`src/dot_map.svh`:
```
// Register offsets, field positions, reset values and masks of the termination and comp block
// How it works
// - Comp enable bit allows blocking windows and update pulses; clear opens no new window.
// - Each comp window blocks every command for the length field in clocks.
// - Data-path comp update pulses on the last clock of the blocking window.
// - Command-path comp update pulses at command-delay clocks after window start.
// - Windows recur every interval field plus one refresh intervals.
// - All termination timing fields count memory clocks.
// - Controller termination asserts after its delay field following a read CAS.
// - Controller termination stays on for its duration field.
// - DRAM termination asserts after read delay field following a read CAS.
// - Read DRAM termination stays on for the read duration field.
// - Write DRAM termination stays on for the write duration field.
// - Write DRAM termination follows the write delay field, normally zero.
// - Write-termination debug bit also drives controller termination on writes.
// - Force bit holds controller termination on regardless of traffic.
// - Per-rank force bit n holds rank n termination pin on.
// - Reads of ranks 0 to 3 drive that rank's byte of the low matrix.
// - Reads of ranks 4 to 7 drive that rank's byte of the high matrix.
`ifndef DOT_MAP_SVH
`define DOT_MAP_SVH

`define DOT_OFF_COMP 8'h98
`define DOT_OFF_TIMING 8'h9C
`define DOT_OFF_FORCE 8'hA0
`define DOT_OFF_RD_LOW 8'hA4
`define DOT_OFF_RD_HIGH 8'hA8

`define DOT_RST_COMP 32'h0001_0890
`define DOT_RST_TIMING 32'h0064_5050
`define DOT_RST_FORCE 32'h0000_0000
`define DOT_RST_RD_MATRIX 32'h0101_0404

`define DOT_MASK_COMP 32'h0001_FFFF
`define DOT_MASK_TIMING 32'h07FF_FFFF
`define DOT_MASK_FORCE 32'h0000_03FF

`define DOT_COMP_EN 16
`define DOT_COMP_CMD_HI 15
`define DOT_COMP_CMD_LO 10
`define DOT_COMP_LEN_HI 9
`define DOT_COMP_LEN_LO 4
`define DOT_COMP_INT_HI 3
`define DOT_COMP_INT_LO 0

`define DOT_TOFF_HI 26
`define DOT_TOFF_LO 24
`define DOT_CT_DUR_HI 23
`define DOT_CT_DUR_LO 20
`define DOT_CT_DLY_HI 19
`define DOT_CT_DLY_LO 16
`define DOT_RD_DUR_HI 15
`define DOT_RD_DUR_LO 12
`define DOT_RD_DLY_HI 11
`define DOT_RD_DLY_LO 8
`define DOT_WR_DUR_HI 7
`define DOT_WR_DUR_LO 4
`define DOT_WR_DLY_HI 3
`define DOT_WR_DLY_LO 0

`define DOT_CT_ON_WRITES 9
`define DOT_CT_FORCE 8
`define DOT_RANK_FORCE_HI 7
`define DOT_RANK_FORCE_LO 0

`endif

```
`src/dot_pkg.sv`:
```
// Types shared by the termination and comp block
package dot_pkg;
	typedef struct packed {
		logic rd;
		logic wr;
		logic [7:0] addr;
		logic [31:0] wdata;
	} dot_cfg_req_t;

	typedef struct packed {
		logic rd_cas;
		logic wr_cas;
		logic [2:0] rank;
		logic [7:0] wr_pattern;
	} dot_cmd_t;

	typedef enum logic [0:0] {
		DOT_COMP_IDLE = 1'b0,
		DOT_COMP_BLOCK = 1'b1
	} dot_comp_state_t;
endpackage

```
`src/dot_term_comp.sv`:
```
// Impedance-compensation windows and termination control for one memory channel
`timescale 1ns/100ps
`include "dot_map.svh"
module dot_term_comp
	import dot_pkg::*;
(
	input wire logic clk_sys,
	input wire logic rst_n,
	input wire dot_cfg_req_t cfg_req,
	output logic [31:0] cfg_rdata,
	output logic cfg_rvalid,
	input wire dot_cmd_t cmd,
	input wire logic refresh_tick,
	output logic cmd_block,
	output logic comp_cmd_update,
	output logic comp_data_update,
	output logic ctrl_term,
	output logic [7:0] rank_odt
);
	logic [31:0] comp_reg;
	logic [31:0] timing_reg;
	logic [31:0] force_reg;
	logic [31:0] rd_low_reg;
	logic [31:0] rd_high_reg;

	function automatic logic [7:0] byte_of(input logic [31:0] word, input logic [1:0] idx);
		byte_of = word[{idx, 3'b000} +: 8];
	endfunction

	function automatic logic [31:0] merge(input logic [31:0] old, input logic [31:0] wd,
		input logic [31:0] mask);
		merge = (old & ~mask) | (wd & mask);
	endfunction

	// Register decode
	wire hit_comp = cfg_req.addr == `DOT_OFF_COMP;
	wire hit_timing = cfg_req.addr == `DOT_OFF_TIMING;
	wire hit_force = cfg_req.addr == `DOT_OFF_FORCE;
	wire hit_rd_low = cfg_req.addr == `DOT_OFF_RD_LOW;
	wire hit_rd_high = cfg_req.addr == `DOT_OFF_RD_HIGH;
	wire [31:0] rd_mux = hit_comp ? comp_reg :
		hit_timing ? timing_reg :
		hit_force ? force_reg :
		hit_rd_low ? rd_low_reg :
		hit_rd_high ? rd_high_reg : 32'h0000_0000;

	// One write strobe per register keeps each register process small
	wire we_comp = cfg_req.wr & hit_comp;
	wire we_timing = cfg_req.wr & hit_timing;
	wire we_force = cfg_req.wr & hit_force;
	wire we_rd_low = cfg_req.wr & hit_rd_low;
	wire we_rd_high = cfg_req.wr & hit_rd_high;

	// Reserved bits are masked so they always read back as zero
	always_ff @(posedge clk_sys or negedge rst_n) begin
		if (!rst_n) begin
			comp_reg <= `DOT_RST_COMP;
		end else if (we_comp) begin
			comp_reg <= merge(comp_reg, cfg_req.wdata, `DOT_MASK_COMP);
		end
	end

	always_ff @(posedge clk_sys or negedge rst_n) begin
		if (!rst_n) begin
			timing_reg <= `DOT_RST_TIMING;
		end else if (we_timing) begin
			timing_reg <= merge(timing_reg, cfg_req.wdata, `DOT_MASK_TIMING);
		end
	end

	always_ff @(posedge clk_sys or negedge rst_n) begin
		if (!rst_n) begin
			force_reg <= `DOT_RST_FORCE;
		end else if (we_force) begin
			force_reg <= merge(force_reg, cfg_req.wdata, `DOT_MASK_FORCE);
		end
	end

	always_ff @(posedge clk_sys or negedge rst_n) begin
		if (!rst_n) begin
			rd_low_reg <= `DOT_RST_RD_MATRIX;
		end else if (we_rd_low) begin
			rd_low_reg <= cfg_req.wdata;
		end
	end

	always_ff @(posedge clk_sys or negedge rst_n) begin
		if (!rst_n) begin
			rd_high_reg <= `DOT_RST_RD_MATRIX;
		end else if (we_rd_high) begin
			rd_high_reg <= cfg_req.wdata;
		end
	end

	always_ff @(posedge clk_sys or negedge rst_n) begin
		if (!rst_n) begin
			cfg_rdata <= 32'h0000_0000;
			cfg_rvalid <= 1'b0;
		end else begin
			cfg_rdata <= cfg_req.rd ? rd_mux : 32'h0000_0000;
			cfg_rvalid <= cfg_req.rd;
		end
	end

	// Compensation fields
	wire comp_en = comp_reg[`DOT_COMP_EN];
	wire [5:0] comp_cmd_delay = comp_reg[`DOT_COMP_CMD_HI:`DOT_COMP_CMD_LO];
	wire [5:0] comp_len = comp_reg[`DOT_COMP_LEN_HI:`DOT_COMP_LEN_LO];
	wire [3:0] comp_interval = comp_reg[`DOT_COMP_INT_HI:`DOT_COMP_INT_LO];

	dot_comp_state_t comp_state;
	dot_comp_state_t next_comp_state;
	logic [3:0] ref_cnt;
	logic [5:0] blk_cnt;
	logic [3:0] next_ref_cnt;
	logic [5:0] next_blk_cnt;

	// Interval counts refresh ticks; value v gives v+1 intervals
	wire interval_done = comp_en & refresh_tick & (ref_cnt == comp_interval);
	// A zero length would make an empty window, so none is opened
	wire window_start = (comp_state == DOT_COMP_IDLE) & interval_done & (comp_len != 6'h00);
	wire window_last = (comp_state == DOT_COMP_BLOCK) & (blk_cnt == comp_len - 6'h01);

	assign next_ref_cnt = !comp_en ? 4'h0 :
		!refresh_tick ? ref_cnt :
		interval_done ? 4'h0 : ref_cnt + 4'h1;

	always_comb begin
		next_comp_state = comp_state;
		next_blk_cnt = blk_cnt;
		unique case (comp_state)
			DOT_COMP_IDLE: begin
				if (window_start) begin
					next_comp_state = DOT_COMP_BLOCK;
					next_blk_cnt = 6'h00;
				end
			end
			DOT_COMP_BLOCK: begin
				// A window already open runs to its end even if the enable drops
				if (window_last) begin
					next_comp_state = DOT_COMP_IDLE;
				end else begin
					next_blk_cnt = blk_cnt + 6'h01;
				end
			end
		endcase
	end

	wire next_in_block = next_comp_state == DOT_COMP_BLOCK;
	wire next_data_upd = next_in_block & (next_blk_cnt == comp_len - 6'h01);
	wire next_cmd_upd = next_in_block & (next_blk_cnt == comp_cmd_delay) &
		(comp_state == DOT_COMP_IDLE || next_blk_cnt != blk_cnt);

	always_ff @(posedge clk_sys or negedge rst_n) begin
		if (!rst_n) begin
			comp_state <= DOT_COMP_IDLE;
			ref_cnt <= 4'h0;
			blk_cnt <= 6'h00;
		end else begin
			comp_state <= next_comp_state;
			ref_cnt <= next_ref_cnt;
			blk_cnt <= next_blk_cnt;
		end
	end

	// Outputs are registered from the next-state terms so they line up with the window
	always_ff @(posedge clk_sys or negedge rst_n) begin
		if (!rst_n) begin
			cmd_block <= 1'b0;
			comp_cmd_update <= 1'b0;
			comp_data_update <= 1'b0;
		end else begin
			cmd_block <= next_in_block;
			comp_cmd_update <= next_cmd_upd;
			comp_data_update <= next_data_upd;
		end
	end

	// Termination timing fields in memory clocks, then the force and write-termination bits
	wire [3:0] ct_dur = timing_reg[`DOT_CT_DUR_HI:`DOT_CT_DUR_LO];
	wire [3:0] ct_dly = timing_reg[`DOT_CT_DLY_HI:`DOT_CT_DLY_LO];
	wire [3:0] rd_dur = timing_reg[`DOT_RD_DUR_HI:`DOT_RD_DUR_LO];
	wire [3:0] rd_dly = timing_reg[`DOT_RD_DLY_HI:`DOT_RD_DLY_LO];
	wire [3:0] wr_dur = timing_reg[`DOT_WR_DUR_HI:`DOT_WR_DUR_LO];
	wire [3:0] wr_dly = timing_reg[`DOT_WR_DLY_HI:`DOT_WR_DLY_LO];
	wire ct_on_writes = force_reg[`DOT_CT_ON_WRITES];
	wire ct_force = force_reg[`DOT_CT_FORCE];
	wire [7:0] rank_force = force_reg[`DOT_RANK_FORCE_HI:`DOT_RANK_FORCE_LO];

	wire ct_start = cmd.rd_cas | (cmd.wr_cas & ct_on_writes);
	wire [7:0] rd_sel = cmd.rank[2] ? byte_of(rd_high_reg, cmd.rank[1:0]) :
		byte_of(rd_low_reg, cmd.rank[1:0]);

	logic [7:0] rd_pattern;
	logic [7:0] wr_pattern;
	logic ct_win;
	logic rd_win;
	logic wr_win;

	// Pattern is latched at CAS so only a later CAS of the same kind can alter a live window
	always_ff @(posedge clk_sys or negedge rst_n) begin
		if (!rst_n) begin
			rd_pattern <= 8'h00;
		end else if (cmd.rd_cas) begin
			rd_pattern <= rd_sel;
		end
	end

	always_ff @(posedge clk_sys or negedge rst_n) begin
		if (!rst_n) begin
			wr_pattern <= 8'h00;
		end else if (cmd.wr_cas) begin
			wr_pattern <= cmd.wr_pattern;
		end
	end

	dot_term_timer u_ct_timer (
		.clk_sys(clk_sys),
		.rst_n(rst_n),
		.start(ct_start),
		.delay(ct_dly),
		.duration(ct_dur),
		.active(ct_win)
	);

	dot_term_timer u_rd_timer (
		.clk_sys(clk_sys),
		.rst_n(rst_n),
		.start(cmd.rd_cas),
		.delay(rd_dly),
		.duration(rd_dur),
		.active(rd_win)
	);

	dot_term_timer u_wr_timer (
		.clk_sys(clk_sys),
		.rst_n(rst_n),
		.start(cmd.wr_cas),
		.delay(wr_dly),
		.duration(wr_dur),
		.active(wr_win)
	);

	wire next_ct = ct_force | ct_win;
	wire [7:0] next_odt = rank_force |
		(rd_win ? rd_pattern : 8'h00) | (wr_win ? wr_pattern : 8'h00);

	// Force bits pass through the same flop, so they take effect one clock after the write
	always_ff @(posedge clk_sys or negedge rst_n) begin
		if (!rst_n) begin
			ctrl_term <= 1'b0;
		end else begin
			ctrl_term <= next_ct;
		end
	end

	always_ff @(posedge clk_sys or negedge rst_n) begin
		if (!rst_n) begin
			rank_odt <= 8'h00;
		end else begin
			rank_odt <= next_odt;
		end
	end
endmodule

```
`src/dot_term_timer.sv`:
```
// Delay-then-duration window timer for one termination enable
`timescale 1ns/100ps
module dot_term_timer
	import dot_pkg::*;
(
	input wire logic clk_sys,
	input wire logic rst_n,
	input wire logic start,
	input wire logic [3:0] delay,
	input wire logic [3:0] duration,
	output logic active
);
	logic armed;
	logic [4:0] cnt;
	logic [4:0] last;
	logic next_armed;
	logic [4:0] next_cnt;
	logic next_active;

	// A new CAS restarts the window; back-to-back bursts extend it only when the delay is zero, otherwise it drops for the delay
	assign last = {1'b0, delay} + {1'b0, duration};
	assign next_cnt = start ? 5'h00 : (armed ? cnt + 5'h01 : cnt);
	assign next_armed = start | (armed & (cnt + 5'h01 < last));
	assign next_active = next_armed & (next_cnt >= {1'b0, delay}) & (next_cnt < last);

	always_ff @(posedge clk_sys or negedge rst_n) begin
		if (!rst_n) begin
			armed <= 1'b0;
			cnt <= 5'h00;
			active <= 1'b0;
		end else begin
			armed <= next_armed;
			cnt <= next_cnt;
			active <= next_active;
		end
	end
endmodule

```
`config.mk`:
```
export PLATFORM = sky130hd
export DESIGN_NAME = dot_term_comp
export DESIGN_NICKNAME = d
export VERILOG_FILES = /design/src/dot_pkg.sv /design/src/dot_term_comp.sv /design/src/dot_term_timer.sv
export VERILOG_INCLUDE_DIRS = /design/src
export SDC_FILE = /design/constraint.sdc
export NUM_CORES = 1
export LEC_CHECK = 0
export BUFFER_PORTS_ARGS = -buffer_cell sky130_fd_sc_hd__buf_2
export CAP_MARGIN = 0
export CORE_UTILIZATION = 55
export CTS_CLUSTER_DIAMETER = 120
export DETAILED_ROUTE_END_ITERATION = 10
export GPL_TIMING_DRIVEN = 0
export PLACE_DENSITY = 0.75
export REMOVE_ABC_BUFFERS = 1
export SLEW_MARGIN = 20
export SYNTH_ARGS = -nofsm -noshare
export SYNTH_HDL_FRONTEND = slang
export SYNTH_HIERARCHICAL = 1
export SYNTH_SLANG_ARGS = --single-unit
```
`constraint.sdc`:
```
create_clock -name clk_sys -period 3.75 [get_ports clk_sys]
set_input_delay 0.1875 -clock clk_sys [delete_from_list [all_inputs] [get_ports clk_sys]]
set_output_delay 0.1875 -clock clk_sys [all_outputs]
set_load 0.1 [all_outputs]
```
==> impl_results.html <==
<table>
<tr><th>Metric</th><th>Value</th></tr>
<tr><th colspan="2">Synthesis</th></tr>
<tr><td>Summed instance area of the synthesized netlist</td><td>0.0110 sq mm</td></tr>
<tr><td>Most used DFF post-synth</td><td>dfrtp_1</td></tr>
<tr><td>Count of state elements after synthesis</td><td>210</td></tr>
<tr><td>Fraction of registers with async set or reset after synthesis</td><td>100%</td></tr>
<tr><td>Number of synthesized flops with an enable pin</td><td>0</td></tr>
<tr><td>Total of warnings raised by yosys</td><td>6</td></tr>
<tr><td>Mean instance size in the synthesized netlist</td><td>12.2 sq um</td></tr>
<tr><td>Number of unique standard cell types used by synthesis</td><td>70</td></tr>
<tr><td>Number of cells produced by synthesis</td><td>902</td></tr>
<tr><td>Part of the Yosys area used for sequential elements</td><td>48.0%</td></tr>
<tr><th colspan="2">Setup path</th></tr>
<tr><td>Count of buffer and inverter cells on the critical path</td><td>2</td></tr>
<tr><td>Cells along the critical path</td><td>buf_2 -&gt; or4b_1 -&gt; or3b_1 -&gt; nor2b_2 -&gt; buf_8 -&gt; nand2_2 -&gt; mux2_1</td></tr>
<tr><td>Startpoint types</td><td>input port</td></tr>
<tr><td>Cell count of the worst reg-to-reg path</td><td>10</td></tr>
<tr><td>Launching instance or port of the critical path</td><td>cfg_req[33]</td></tr>
<tr><td>Category of the worst setup path capture point</td><td>flop</td></tr>
<tr><td>Worst path required time</td><td>4.16 ns</td></tr>
<tr><td>Slowest cell delay on critical path</td><td>0.76 ns</td></tr>
<tr><td>CP max FO</td><td>32</td></tr>
<tr><td>FF-to-FF Start</td><td>comp_reg[4]</td></tr>
<tr><td>Total number of cells along the worst setup path</td><td>7</td></tr>
<tr><td>Class of the most critical setup path</td><td>in -&gt; reg</td></tr>
<tr><td>Worst reg2reg path endpoint</td><td>comp_data_update</td></tr>
<tr><td>Crit-path slowest cell</td><td>or3b_1</td></tr>
<tr><td>Family with the most delay on the worst path</td><td>simple AND/OR/NAND/NOR gates</td></tr>
<tr><td>Worst path arrival time</td><td>3.35 ns</td></tr>
<tr><td>Reg-to-reg setup timing slack</td><td>0.86 ns</td></tr>
<tr><td>Setup crit end</td><td>rd_low_reg[11]</td></tr>
<tr><th colspan="2">Global route</th></tr>
<tr><td>Via count of the first global-routing pass</td><td>7433</td></tr>
<tr><td>Antenna violations before repair</td><td>0</td></tr>
<tr><td>GRT Overall Usage</td><td>25.5%</td></tr>
<tr><td>Wire length of the first global-routing pass</td><td>40300 um</td></tr>
<tr><td>Largest net degree at the start of global routing</td><td>98</td></tr>
<tr><td>Total global routing overflow</td><td>0</td></tr>
<tr><th colspan="2">Die</th></tr>
<tr><td>Area inside the core boundary</td><td>0.0195 sq mm</td></tr>
<tr><td>Die H</td><td>143 um</td></tr>
<tr><td>Full die area</td><td>0.0206 sq mm</td></tr>
<tr><td>Top-Level Pins</td><td>103</td></tr>
<tr><td>Effective utilization at floorplan</td><td>56.3%</td></tr>
<tr><td>Horizontal extent of the die</td><td>143 um</td></tr>
<tr><td>Row count</td><td>51</td></tr>
<tr><th colspan="2">Timing</th></tr>
<tr><td>Worst slew margin relative to its limit</td><td>26.2%</td></tr>
<tr><td>Hold violation total from the final report</td><td>0</td></tr>
<tr><td>Clock skew after layout</td><td>0.0185 ns</td></tr>
<tr><td>Count of final max-slew check failures</td><td>0</td></tr>
<tr><td>Highest attainable clock frequency</td><td>340 MHz</td></tr>
<tr><td>Post-route clock period utilization</td><td>78.4%</td></tr>
<tr><td>Final setup vio count</td><td>0</td></tr>
<tr><td>Final-layout setup total negative slack</td><td>0 ns</td></tr>
<tr><td>RSZ-0062 raised after global routing</td><td>false</td></tr>
<tr><td>Setup ws final</td><td>0.809 ns</td></tr>
<tr><td>Final min period</td><td>2.94 ns</td></tr>
<tr><td>Worst hold margin</td><td>0.0148 ns</td></tr>
<tr><td>Transition at the pin with the smallest max-transition slack</td><td>1.10 ns</td></tr>
<tr><th colspan="2">Layout</th></tr>
<tr><td>Most used cells in the layout excluding fill and tap cells</td><td>dfrtp_1, mux2_2, buf_2, nor2_1, a21oi_1</td></tr>
<tr><td>Area of all sequential standard cells</td><td>0.00528 sq mm</td></tr>
<tr><td>Final cell count without fillers</td><td>1299</td></tr>
<tr><td>Net count of the finished layout</td><td>1115</td></tr>
<tr><td>Combined area of the multi-input logic cells</td><td>0.00532 sq mm</td></tr>
<tr><td>Fillers</td><td>1509</td></tr>
<tr><td>Final Util</td><td>65.3%</td></tr>
<tr><td>Most common library cell in the layout ignoring fill and taps</td><td>dfrtp_1</td></tr>
<tr><td>Share of post-route cells with drive strength above 1</td><td>33.7%</td></tr>
<tr><td>Area growth from synthesis to layout</td><td>16.0%</td></tr>
<tr><th colspan="2">Routing</th></tr>
<tr><td>Antenna Violating Nets Remaining</td><td>0</td></tr>
<tr><td>Post-route DRC</td><td>0</td></tr>
<tr><td>Post-Route WL</td><td>25500 um</td></tr>
<tr><td>Number of iterations in the first detailed-routing pass</td><td>5</td></tr>
<tr><td>DRT iter0 DRCs</td><td>417</td></tr>
<tr><td>Routed vias</td><td>7562</td></tr>
<tr><td>Per-cell routed wire length</td><td>19.6 um</td></tr>
<tr><td>Vias per std cell</td><td>5.82</td></tr>
<tr><th colspan="2">Clock tree</th></tr>
<tr><td>Clock tree sinks</td><td>210</td></tr>
<tr><td>Clock edge transition at the registers on the reported setup and hold paths</td><td>0.06 ns</td></tr>
<tr><td>Number of buffers added by the clock tree synthesis step</td><td>23</td></tr>
<tr><td>Cells resized by post-CTS repair</td><td>0</td></tr>
<tr><td>TritonCTS clock tree</td><td>yes</td></tr>
<tr><td>CTS Root Cell</td><td>clkbuf_16</td></tr>
<tr><td>Maximum count of clock buffers along a single path</td><td>3</td></tr>
<tr><td>Clock insertion delay at the later pin of the skew report</td><td>0.52 ns</td></tr>
<tr><td>H-Tree Level Count</td><td>1</td></tr>
<tr><th colspan="2">Power and ir drop</th></tr>
<tr><td>Power density relative to cell area</td><td>520 mW/mm^2</td></tr>
<tr><td>Static leakage</td><td>0.00611 uW</td></tr>
<tr><td>Net Sw Power</td><td>2140 uW</td></tr>
<tr><td>Combinational power share</td><td>25.2%</td></tr>
<tr><td>Net switching fraction of the power</td><td>32.2%</td></tr>
<tr><td>Total internal power</td><td>4490 uW</td></tr>
<tr><td>Sequential power share</td><td>41.0%</td></tr>
<tr><td>Worst-case vdd ir drop</td><td>0.000515 V</td></tr>
<tr><td>Power share of the clock group</td><td>33.8%</td></tr>
<tr><th colspan="2">Placement</th></tr>
<tr><td>IO buf count</td><td>102</td></tr>
<tr><td>Placed cell count</td><td>1221</td></tr>
<tr><td>Detailed placer's ending HPWL</td><td>17400 um</td></tr>
<tr><td>GP Congestion</td><td>0.864</td></tr>
<tr><td>Pre-CTS setup slack</td><td>0.278 ns</td></tr>
<tr><th colspan="2">Hold path</th></tr>
<tr><td>Worst hold path class</td><td>in -&gt; reg</td></tr>
<tr><th colspan="2">Run status</th></tr>
<tr><td>Result of the run</td><td>finished, final reports clean</td></tr>
<tr><th colspan="2">Run</th></tr>
<tr><td>Max-cap viol count</td><td>0</td></tr>
</table>
==> area by class of cell <==
class / instances / share of cell area (%)
antenna: 1 / 0.0196
clock buffer: 32 / 5.25
clock inverter: 9 / 0.687
inverter: 25 / 0.736
multi-input combinational: 615 / 41.7
sequential: 210 / 41.4
tap: 265 / 2.60
timing repair buffer: 142 / 7.58
==> how the worst min path moves through the flow <==
stage,startpoint,to,slack (ns),cells past startpoint
after floorplan,rst_n,blk_cnt[0],-0.11,0
after global placement,u_ct_timer/active,ctrl_term,0.42,1
after detailed placement,rst_n,u_ct_timer/cnt[2],0.04,1
after CTS,refresh_tick,ref_cnt[1],0.003,3
after global routing,cfg_req[0],force_reg[0],0.02,2
final,cfg_req[0],rd_low_reg[0],0.01,2
==> cells by family after synthesis <==
group	synth area share, %
buffers and inverters	3.66
XOR/XNOR	4.38
flip-flops	48.0
adder cells (fa/ha/maj)	4.76
AO/OA/AOI/OAI	10.4
AND/OR/NAND/NOR	9.13
multiplexers	19.7
==> worst register-to-register path: cells and delay by family, from the launching register on <==
| family | cells | cell delay, ns |
|---|---|---|
| DFF | 1 | 0.63 |
| xor gates and xnor gates | 3 | 0.56 |
| AOI/OAI and AO/OA | 2 | 0.49 |
| and+or+nand+nor | 2 | 0.42 |
| muxes | 1 | 0.34 |
| adders and majority gates | 1 | 0.23 |
| buffers and inverters | 1 | 0.09 |
==> power groups by stage <==
stage	Sequential, uW	Clock, uW	Combinational, uW
CTS	2710	2280	1670
finish	2720	2240	1670
global placement	2740	0	1590
global route	2750	2360	1850
floorplan	2940	0	1020
detailed placement	2750	0	1630
==> Yosys cell counts, types with 8 or more instances <==
| master | instances | share of area, % |
|---|---|---|
| o22ai_1 | 9 | 0.51 |
| a222oi_1 | 10 | 0.91 |
| buf_2 | 10 | 0.46 |
| xor2_1 | 22 | 1.8 |
| ha_1 | 37 | 4.2 |
| xnor2_1 | 23 | 1.8 |
| buf_6 | 13 | 1.3 |
| a21o_1 | 8 | 0.55 |
| o21ai_0 | 12 | 0.55 |
| a22oi_1 | 13 | 0.89 |
| nand4_1 | 10 | 0.57 |
| inv_1 | 22 | 0.75 |
| nand2_1 | 26 | 0.89 |
| a221o_1 | 8 | 0.73 |
| mux2_2 | 129 | 13 |
| mux2i_1 | 28 | 2.5 |
| clkbuf_1 | 23 | 0.79 |
| nor2b_1 | 27 | 1.5 |
| a21oi_1 | 50 | 2.3 |
| nand2b_1 | 12 | 0.68 |
| dfrtp_1 | 191 | 43 |
| nand3_1 | 11 | 0.50 |
| nor2_1 | 68 | 2.3 |
| mux4_2 | 16 | 3.3 |
| dfstp_2 | 19 | 4.5 |
==> repair_timing <==
action	in CTS	in global routing
hold buffers	36	0
buffers inserted	0	0
endpoints found under the hold margin	284	0
==> layer usage <==
layer / GRT usage, % / part of all wire (%)
met5: 0 / 0
met4: 8.01 / 2.6
met3: 3.80 / 5.2
met2: 39.5 / 46
met1: 37.1 / 46
==> stage by stage <==
| step | area (sq um) | total power [uW] |
|---|---|---|
| after floorplan | 10700 | 3960 |
| after global placement | 11500 | 4330 |
| after detailed placement | 11600 | 4380 |
| after CTS | 12700 | 6670 |
| after global routing | 12700 | 6960 |
| final | 12800 | 6630 |
No activity file was read; power rests on OpenSTA's default activity.
